### src/common/scc_cfg.svh
`ifndef SCC_CFG_SVH
`define SCC_CFG_SVH

// register byte offsets
`define SCC_CONFIG_OFFSET   8'h00
`define SCC_STATUS_OFFSET   8'h04

// config field positions
`define SCC_RC_EN_BIT       0
`define SCC_XTAL_EN_BIT     1
`define SCC_BYPASS_BIT      2
`define SCC_SEL_BIT         3
`define SCC_CONFIG_WIDTH    4

// status field positions
`define SCC_ACTIVE_SEL_BIT  0
`define SCC_BUSY_BIT        1

`define SCC_CONFIG_RESET    4'h1

// source change settles within this many slow clock cycles
`define SCC_RESYNC_SLOW_CYCLES 5
// rising edges of the new source seen before it drives the output
`define SCC_NEW_EDGES       2'h2

`define SCC_RESP_OKAY       2'h0
`define SCC_RESP_SLVERR     2'h2

`endif

### src/common/scc_pkg.sv
package scc_pkg;

  typedef enum logic [1:0] {
    SCC_ST_IDLE   = 2'b00,
    SCC_ST_DRAIN  = 2'b01,
    SCC_ST_SETTLE = 2'b10
  } scc_state_type;

  typedef struct packed {
    logic xtal_bypass;
    logic xtal_osc_enable;
    logic rc_osc_enable;
  } scc_osc_ctrl_type;

  typedef struct packed {
    logic switch_busy;
    logic active_select;
  } scc_status_type;

endpackage : scc_pkg

### src/design/scc_sync.sv
`timescale 1ns/100ps
module scc_sync #(
  parameter int WIDTH = 1
) (
  // clock and reset
  input  wire logic             ref_clk,
  input  wire logic             rst_n,
  // asynchronous levels in, synchronised levels out
  input  wire logic [WIDTH-1:0] async_in,
  output logic      [WIDTH-1:0] sync_out
);

  logic [WIDTH-1:0] stage1;

  // stage1 feeds only the second flop
  always_ff @(posedge ref_clk) begin
    if (!rst_n) begin
      stage1   <= '0;
      sync_out <= '0;
    end else begin
      stage1   <= async_in;
      sync_out <= stage1;
    end
  end

endmodule : scc_sync

### src/design/scc_slow_clock_ctrl.sv
// Decided for this implementation: the AXI4-Lite slave port.
`timescale 1ns/100ps
`include "scc_cfg.svh"

// Notes on behaviour
// - bit 0 enables RC oscillator
// - bit 1 enables crystal oscillator
// - bit 2 passes external clock from input pin
// - bit 3 selects RC or crystal path
// - reset value reads 0x0000_0001
// - contents kept while backup supply present
// - selector change completes within five slow cycles
module scc_slow_clock_ctrl (
  // clock and backup-domain reset
  input  wire logic                     ref_clk,
  input  wire logic                     rst_n,
  // axi4-lite write address
  input  wire logic [7:0]               s_axi_awaddr,
  input  wire logic                     s_axi_awvalid,
  output logic                          s_axi_awready,
  // axi4-lite write data
  input  wire logic [31:0]              s_axi_wdata,
  input  wire logic [3:0]               s_axi_wstrb,
  input  wire logic                     s_axi_wvalid,
  output logic                          s_axi_wready,
  // axi4-lite write response
  output logic [1:0]                    s_axi_bresp,
  output logic                          s_axi_bvalid,
  input  wire logic                     s_axi_bready,
  // axi4-lite read address
  input  wire logic [7:0]               s_axi_araddr,
  input  wire logic                     s_axi_arvalid,
  output logic                          s_axi_arready,
  // axi4-lite read data
  output logic [31:0]                   s_axi_rdata,
  output logic [1:0]                    s_axi_rresp,
  output logic                          s_axi_rvalid,
  input  wire logic                     s_axi_rready,
  // oscillator clocks and external pin
  input  wire logic                     rc_osc_clk,
  input  wire logic                     xtal_osc_clk,
  input  wire logic                     slow_xtal_input,
  // oscillator controls, status and selected slow clock
  output scc_pkg::scc_osc_ctrl_type     osc_ctrl,
  output scc_pkg::scc_status_type       status,
  output logic                          slow_clock
);
  import scc_pkg::*;

  logic [`SCC_CONFIG_WIDTH-1:0] config_bits;
  logic                         aw_held;
  logic                         w_held;
  logic [7:0]                   aw_addr;
  logic [31:0]                  w_data;
  logic [3:0]                   w_strb;
  logic                         do_write;
  logic [2:0]                   clk_sync;
  logic                         rc_level;
  logic                         xtal_level;
  logic                         pin_level;
  logic                         xtal_path;
  logic                         old_level;
  logic                         new_level;
  logic                         new_level_d;
  logic                         active_select;
  logic                         target_select;
  logic [1:0]                   edge_count;
  scc_state_type                state;
  logic [31:0]                  next_rdata;
  logic [1:0]                   next_rresp;

  // register write path: address and data may arrive in either order
  assign s_axi_awready = !aw_held && !s_axi_bvalid;
  assign s_axi_wready  = !w_held && !s_axi_bvalid;
  assign do_write      = aw_held && w_held;

  always_ff @(posedge ref_clk) begin
    if (!rst_n) begin
      aw_held <= 1'b0;
      aw_addr <= 8'h00;
    end else if (s_axi_awvalid && s_axi_awready) begin
      aw_held <= 1'b1;
      aw_addr <= s_axi_awaddr;
    end else if (do_write) begin
      aw_held <= 1'b0;
    end
  end

  always_ff @(posedge ref_clk) begin
    if (!rst_n) begin
      w_held <= 1'b0;
      w_data <= 32'h0000_0000;
      w_strb <= 4'h0;
    end else if (s_axi_wvalid && s_axi_wready) begin
      w_held <= 1'b1;
      w_data <= s_axi_wdata;
      w_strb <= s_axi_wstrb;
    end else if (do_write) begin
      w_held <= 1'b0;
    end
  end

  always_ff @(posedge ref_clk) begin
    if (!rst_n) begin
      s_axi_bvalid <= 1'b0;
      s_axi_bresp  <= `SCC_RESP_OKAY;
    end else if (do_write) begin
      s_axi_bvalid <= 1'b1;
      if (aw_addr[7:2] == 6'(`SCC_CONFIG_OFFSET >> 2)) begin
        s_axi_bresp <= `SCC_RESP_OKAY;
      end else if (aw_addr[7:2] == 6'(`SCC_STATUS_OFFSET >> 2)) begin
        s_axi_bresp <= `SCC_RESP_OKAY;
      end else begin
        s_axi_bresp <= `SCC_RESP_SLVERR;
      end
    end else if (s_axi_bready) begin
      s_axi_bvalid <= 1'b0;
    end
  end

  // rst_n is the backup-domain power-on reset only; main-domain resets
  // must not reach this register
  always_ff @(posedge ref_clk) begin
    if (!rst_n) begin
      config_bits <= `SCC_CONFIG_RESET;
    end else if (do_write && w_strb[0] &&
                 aw_addr[7:2] == 6'(`SCC_CONFIG_OFFSET >> 2)) begin
      config_bits <= w_data[`SCC_CONFIG_WIDTH-1:0];
    end
  end

  assign osc_ctrl.rc_osc_enable   = config_bits[`SCC_RC_EN_BIT];
  assign osc_ctrl.xtal_osc_enable = config_bits[`SCC_XTAL_EN_BIT];
  assign osc_ctrl.xtal_bypass     = config_bits[`SCC_BYPASS_BIT];

  // register read path
  assign s_axi_arready = !s_axi_rvalid;

  always_comb begin
    next_rdata = 32'h0000_0000;
    next_rresp = `SCC_RESP_OKAY;
    if (s_axi_araddr[7:2] == 6'(`SCC_CONFIG_OFFSET >> 2)) begin
      next_rdata[`SCC_CONFIG_WIDTH-1:0] = config_bits;
    end else if (s_axi_araddr[7:2] == 6'(`SCC_STATUS_OFFSET >> 2)) begin
      next_rdata[`SCC_ACTIVE_SEL_BIT] = status.active_select;
      next_rdata[`SCC_BUSY_BIT]       = status.switch_busy;
    end else begin
      next_rresp = `SCC_RESP_SLVERR;
    end
  end

  always_ff @(posedge ref_clk) begin
    if (!rst_n) begin
      s_axi_rvalid <= 1'b0;
      s_axi_rdata  <= 32'h0000_0000;
      s_axi_rresp  <= `SCC_RESP_OKAY;
    end else if (s_axi_arvalid && s_axi_arready) begin
      s_axi_rvalid <= 1'b1;
      s_axi_rdata  <= next_rdata;
      s_axi_rresp  <= next_rresp;
    end else if (s_axi_rready) begin
      s_axi_rvalid <= 1'b0;
    end
  end

  // oscillator outputs and the pin are asynchronous to ref_clk
  scc_sync #(
    .WIDTH (3)
  ) u_clk_sync (
    .ref_clk  (ref_clk),
    .rst_n    (rst_n),
    .async_in ({slow_xtal_input, xtal_osc_clk, rc_osc_clk}),
    .sync_out (clk_sync)
  );

  assign rc_level   = clk_sync[0];
  assign xtal_level = clk_sync[1];
  assign pin_level  = clk_sync[2];
  // bypass replaces the crystal with the external pin clock
  assign xtal_path  = osc_ctrl.xtal_bypass ? pin_level : xtal_level;

  always_comb begin
    old_level = active_select ? xtal_path : rc_level;
    new_level = target_select ? xtal_path : rc_level;
  end

  always_ff @(posedge ref_clk) begin
    if (!rst_n) begin
      new_level_d <= 1'b0;
    end else begin
      new_level_d <= new_level;
    end
  end

  // source change: output forced low as it starts, cutting short any high phase of the old source; wait till it is low, then hand
  // over on a low phase of the new one after two of its rising edges;
  // worst case stays under the five slow cycles software waits
  always_ff @(posedge ref_clk) begin
    if (!rst_n) begin
      state         <= SCC_ST_IDLE;
      active_select <= 1'b0;
      target_select <= 1'b0;
      edge_count    <= 2'h0;
    end else begin
      case (state)
        SCC_ST_IDLE: begin
          if (config_bits[`SCC_SEL_BIT] != active_select) begin
            target_select <= config_bits[`SCC_SEL_BIT];
            edge_count    <= 2'h0;
            state         <= SCC_ST_DRAIN;
          end
        end
        SCC_ST_DRAIN: begin
          if (!old_level) begin
            state <= SCC_ST_SETTLE;
          end
        end
        SCC_ST_SETTLE: begin
          if (new_level && !new_level_d && edge_count != `SCC_NEW_EDGES) begin
            edge_count <= edge_count + 2'h1;
          end else if (edge_count == `SCC_NEW_EDGES && !new_level) begin
            active_select <= target_select;
            state         <= SCC_ST_IDLE;
          end
        end
        default: begin
          state <= SCC_ST_IDLE;
        end
      endcase
    end
  end

  // output held low while a change is in progress
  always_ff @(posedge ref_clk) begin
    if (!rst_n) begin
      slow_clock <= 1'b0;
    end else if (state == SCC_ST_IDLE) begin
      slow_clock <= old_level;
    end else begin
      slow_clock <= 1'b0;
    end
  end

  // old oscillator may be stopped by software once busy clears
  assign status.active_select = active_select;
  assign status.switch_busy   = (state != SCC_ST_IDLE);

endmodule : scc_slow_clock_ctrl

### config.mk
export PLATFORM = sky130hd
export DESIGN_NAME = scc_slow_clock_ctrl
export DESIGN_NICKNAME = d
export VERILOG_FILES = /design/src/common/scc_pkg.sv /design/src/design/scc_sync.sv /design/src/design/scc_slow_clock_ctrl.sv
export VERILOG_INCLUDE_DIRS = /design/src /design/src/common
export SDC_FILE = /design/constraint.sdc
export NUM_CORES = 1
export LEC_CHECK = 0
export ABC_CLOCK_PERIOD_IN_PS = 2750
export BUFFER_PORTS_ARGS = -buffer_cell sky130_fd_sc_hd__buf_4
export CORE_AREA = 2 2 59 75
export CTS_CLUSTER_DIAMETER = 60
export DETAILED_ROUTE_END_ITERATION = 10
export DIE_AREA = 0 0 61 77
export PLACE_DENSITY = 0.82
export SLEW_MARGIN = 20
export SYNTH_ARGS = -nofsm -noshare
export SYNTH_HDL_FRONTEND = slang
export SYNTH_SLANG_ARGS = --single-unit
### constraint.sdc
create_clock -name ref_clk -period 2.75 [get_ports ref_clk]
set_clock_uncertainty 0.1 [all_clocks]
set_input_delay 0.4125 -clock ref_clk [delete_from_list [all_inputs] [get_ports ref_clk]]
set_output_delay 0.4125 -clock ref_clk [all_outputs]
set_load 0.03 [all_outputs]
Word-level counts from Yosys, hierarchy flattened
Cells that the tools add are included. W data, S select, Z words.

Register bits after elaboration: 43. Output and inout bits: 47. Logic and storage cells: 89.

Add/sub/neg operators: 1. Equality and inequality tests: 12. Mux-type cells: 25. Bitwise operators: 1. Reductions and logical operators: 31.

Operator list (number): $mux W2 (13); $eq A6 B1 Y1 const B (2); $logic_not A6 Y1 (2); $ne A2 B2 Y1 const B (6); $reduce_bool A2 Y1 (6); $logic_and A1 B1 Y1 (11); $mux W1 (10); $logic_not A1 Y1 (6); $pmux W2 S3 (1); $reduce_and A3 Y1 (2); $eq A2 B2 Y1 const B (2); $pmux W2 S2 (1); $reduce_and A2 Y1 (2); $reduce_and A4 Y1 (1); $add A2 B1 Y2 const B (1); $eq A2 B1 Y1 const B (1); $logic_not A2 Y1 (1); $ne A1 B1 Y1 (1); $not A1 Y1 (1).

Longest topological paths before layout
Depth after elaboration: 7. Gate-level depth with buffers: 5. Mapped depth without buffers: 5.

Hierarchy
From an unflattened synthesis, not the netlist that was laid out.

Cells, all modules: 197. Area, all modules: 1849.3 sq um.

Modules (own cells, without submodules): scc_slow_clock_ctrl (instances 1, cells each 185, area an instance 1691.6 sq um, seq. area each 660.6 sq um); scc_sync (instances 1, cells each 12, area an instance 157.7 sq um, seq. area each 120.1 sq um).

Worst setup path before layout
Ideal clock, no wire load.

Path type: register to register. Start: register s_axi_bvalid. End: register aw_addr[5]. Library setup time: 0.128 ns. Data arrival time: 1.661 ns. Required time: 2.522 ns. Slack: 0.861 ns. Cell stages (with the launch flop): 6. Buffers on the path: 1. Period minus slack after synthesis: 1.889 ns. Path through: dfxtp_1 -> nor2_1 -> and2_1 -> clkbuf_1 -> mux2i_1 -> nor2_1.

Word-level cells in the longest chain between the ends: 3.

Ends and longest elaborated chain: start, declared (RTL line scc_slow_clock_ctrl.sv:28) `output logic s_axi_bvalid,`; start signal, assigned (RTL line scc_slow_clock_ctrl.sv:105) `s_axi_bvalid <= 1'b0;`; start signal, assigned (RTL line scc_slow_clock_ctrl.sv:108) `s_axi_bvalid <= 1'b1;`; start signal, assigned (RTL line scc_slow_clock_ctrl.sv:117) `s_axi_bvalid <= 1'b0;`; $logic_not A1 Y1 (RTL line scc_slow_clock_ctrl.sv:73) `assign s_axi_awready = !aw_held && !s_axi_bvalid;`; $logic_and A1 B1 Y1 (RTL line scc_slow_clock_ctrl.sv:73); via s_axi_awready (RTL line scc_slow_clock_ctrl.sv:20) `output logic s_axi_awready,`; $logic_and A1 B1 Y1 (RTL line scc_slow_clock_ctrl.sv:81) `end else if (s_axi_awvalid && s_axi_awready) begin`; end signal, assigned (RTL line scc_slow_clock_ctrl.sv:83) `aw_addr <= s_axi_awaddr;`; end, declared (RTL line scc_slow_clock_ctrl.sv:53) `logic [7:0] aw_addr;`.

The timed path passes the listed nets, and every way through them passes these cells. A chain may end at the register's enable or synchronous reset.

Worst setup path after layout
Start: register config_bits[2]. End: register edge_count[1].

Word-level cells in the longest chain between the ends: 6.

Ends and longest elaborated chain: start, declared (RTL line scc_slow_clock_ctrl.sv:50) `` logic [`SCC_CONFIG_WIDTH-1:0] config_bits; ``; start signal, assigned (RTL line scc_slow_clock_ctrl.sv:125) `` config_bits <= `SCC_CONFIG_RESET; ``; start signal, assigned (RTL line scc_slow_clock_ctrl.sv:128) `` config_bits <= w_data[`SCC_CONFIG_WIDTH-1:0]; ``; $mux W1 (RTL line scc_slow_clock_ctrl.sv:180) `assign xtal_path = osc_ctrl.xtal_bypass ? pin_level : xtal_level;`; $mux W1 (RTL line scc_slow_clock_ctrl.sv:184) `new_level = target_select ? xtal_path : rc_level;`; $logic_and A1 B1 Y1 (RTL line scc_slow_clock_ctrl.sv:219) `` if (new_level && !new_level_d && edge_count != `SCC_NEW_EDGES) begin ``; $logic_and A1 B1 Y1 (no source line); $ne A2 B2 Y1 (no source line); $reduce_and A3 Y1 (no source line); end signal, assigned (RTL line scc_slow_clock_ctrl.sv:220) `edge_count <= edge_count + 2'h1;`; end, declared (RTL line scc_slow_clock_ctrl.sv:67) `logic [1:0] edge_count;`.

Every way passes these cells.

==> impl_metrics.tcl <==
set metrics [dict create \
    status "finished, final reports clean" \
    worst_pin_slew_ns 0.7331 \
    holdPathStages 2 \
    finalCritPeriodShare 0.7223 \
    crit_chain "mux2i_1 -> a21o_1 -> nor4b_1 -> mux2_2" \
    final_area_um2 2067 \
    vias 1357 \
    clk_latency_ns 0.30 \
    critPathRequiredTime_ns 2.84 \
    grt.total_usage 0.1516 \
    leakagePower_nw 0.9217 \
    maxSlewViolCount 0 \
    power_per_cell_area_nw_per_um2 566.3 \
    slowest_delay_ns 0.55 \
    ir_drop_uv 315.1 \
    worstReg2RegStart "config_bits[2]" \
    reg2reg_slack_ns 0.76 \
    synth_edf_count 0 \
    power_w 0.001170 \
    diodes 0 \
    die_h_um 77 \
    core-area_um2 4001 \
    wl_per_cell_um 11.05 \
    gr-total-overflow 0 \
    layout.nets 301 \
    reg2reg_to "edge_count[1]" \
    min_from "s_axi_rready" \
    whs_ns 0.1962 \
    p_switching_w 0.0003419 \
    postCtsResizedCells 0 \
    slew_headroom 0.5107 \
    synthDistinctLibCells 33 \
    drv_cap 0 \
    detailed_place_hpwl_mm 2.421 \
    rsz0062_at_grt "false" \
    seq_power_share 0.513 \
    drc 0 \
    fillers 395 \
    worst_setup_path_start_kind "register" \
    max_clock_freq_mhz 503.5 \
    switching_share 0.2921 \
    synth_seq_cells 39 \
    antenna_left 0 \
    clockPowerShare 0.328 \
    syn-cell-area_um2 1765 \
    cts_root_buf "clkbuf_8" \
    worstPathArrival_ns 2.08 \
    antenna_found_initial 0 \
    htreeDepth 2 \
    setup_violations 0 \
    io-pin-count 109 \
    fin_setup_tns_ns 0 \
    grt_pass1_vias 1264 \
    cts_buffers 5 \
    yosysWarnings 0 \
    reg2reg_depth 4 \
    io_buffers 43 \
    drt_iter0_drc 43 \
    worst_hold_path.endpoint "s_axi_rvalid" \
    grt_start_max_net_pins 25 \
    worstHoldPathType "in -> reg" \
    startpoint "config_bits[2]" \
    power.internal_w 0.0008286 \
    cts_hold_buf 0 \
    worst_slack_ns 0.7638 \
    pre_cts_slack_ns 0.8173 \
    worst-path-max-fanout 4 \
    routed_wl_mm 3.261 \
    syn_inst 200 \
    cts_tree "done" \
    rows 26 \
    syn_avg_cell_area_um2 8.827 \
    p_comb_frac 0.158 \
    crit_slowest_cell "nor4b_1" \
    clockBufferDepth 2 \
    layout-drive-gt1-share 0.2343 \
    place_congestion 0.8033 \
    viasPerCell 4.600 \
    async_flop_share 0 \
    finalHoldViolations 0 \
    first_pass_iters 4 \
    grt_pass1_wl_mm 5.368 \
    start_util 0.4412 \
    placed_area_um2 1978 \
    dieArea_um2 4697 \
    post-cts-setup-buffers 0 \
    critPathKind "reg -> reg" \
    synth-seq-area-share 0.4422 \
    clock-sinks 39 \
    fp.dieW_um 61 \
    clkTransAtPathRegs_ns 0.07 \
    end_kind "register" \
    ys.flop_type "dfxtp_1" \
    syn_to_final_growth_pct 17.08 \
    period_needed_ns 1.986 \
]
Yosys cell counts, drive strengths merged (3+ instances only):
| master | n | area (um^2) |
|---|---|---|
| dfxtp | 39 | 780.8 |
| nor2 | 23 | 86.33 |
| buf | 36 | 270.3 |
| or4 | 3 | 30.03 |
| clkbuf | 5 | 18.77 |
| inv | 7 | 26.28 |
| nand3 | 8 | 40.04 |
| nand2 | 18 | 67.56 |
| nor3 | 4 | 20.02 |
| and2 | 8 | 50.05 |
| a21oi | 11 | 55.05 |
| o21ai | 5 | 25.02 |
| mux2i | 14 | 140.1 |
kinds of logic after synthesis:
group,Yosys count,synth area share
compound gates,24,0.08221
mux,16,0.09213
simple gates,70,0.1906
buf+inv,48,0.1786
xor+xnor,1,0.004962
fa+ha+maj,1,0.007086
flops,39,0.4422
other cells,1,0.002124
worst max path at each step:
| stage | end | slack (ns) | depth (start not counted) |
|---|---|---|---|
| after CTS | edge_count[1] | 0.79 | 4 |
| after floorplan | aw_addr[5] | 0.86 | 5 |
| after detailed placement | edge_count[1] | 0.82 | 4 |
| after global routing | edge_count[1] | 0.68 | 4 |
| after global placement | edge_count[1] | 0.85 | 4 |
| final | edge_count[1] | 0.76 | 4 |
area by class of cell:
cell class / count / area, um^2 / share of cell area
inverter: 7 / 26.28 / 0.01271
sequential: 39 / 780.7 / 0.3777
clock inverter: 3 / 20.02 / 0.009685
multi-input combinational: 142 / 778.2 / 0.3765
tap: 56 / 70.07 / 0.03390
clock buffer: 5 / 68.82 / 0.03329
timing repair buffer: 43 / 322.8 / 0.1562
critical path: cells and delay by family (launching register included):
family          cells  cell delay (ns)
flops               1             0.43
compound gates      1             0.24
mux                 2             0.56
simple gates        1             0.55
power groups by stage:
stage / Sequential, W / Clock (W) / Combinational [W]
global placement: 0.000613 / 0 / 0.000182
finish: 0.000601 / 0.000384 / 0.000185
detailed placement: 0.000614 / 0 / 0.000185
floorplan: 0.000619 / 0 / 0.000160
global route: 0.000604 / 0.000420 / 0.000203
CTS: 0.000601 / 0.000397 / 0.000185
state kept, by name (all words and copies together), names as in the netlist, 2 cells and up:
| signal | count |
|---|---|
| aw_addr | 6 |
| config_bits | 4 |
| edge_count | 2 |
| s_axi_rdata | 4 |
| state | 2 |
| u_clk_sync.stage1 | 3 |
| u_clk_sync.sync_out | 3 |
| w_data | 4 |
per-stage QoR:
stage | cells | util
floorplan | 229 | -
global placement | 287 | 0.4944
detailed placement | 287 | 0.4944
CTS | 295 | 0.5166
global route | 295 | 0.5166
finish | 295 | 0.5166
cells in the final DEF, fill, tap and decap left out, drive strengths merged, types with 3 or more instances in the layout:
cell type	Yosys	layout
or4	3	3
conb	1	30
clkbuf	5	5
nand2	18	18
inv	7	7
dfxtp	39	39
nand3	8	8
and2	8	8
mux2i	14	14
nor2	23	23
o21ai	5	5
a21oi	11	11
buf	36	43
nor3	4	4
per-layer routing:
metal  vias up  global-route usage  wire length (um)
met5         -                   0                 0
met4         0             0.07609                82
met3        10             0.05228               318
met2        80              0.2398              1547
met1       596              0.1762              1312
li1        671                   -                 -
Power figures use the tool's default switching activity.
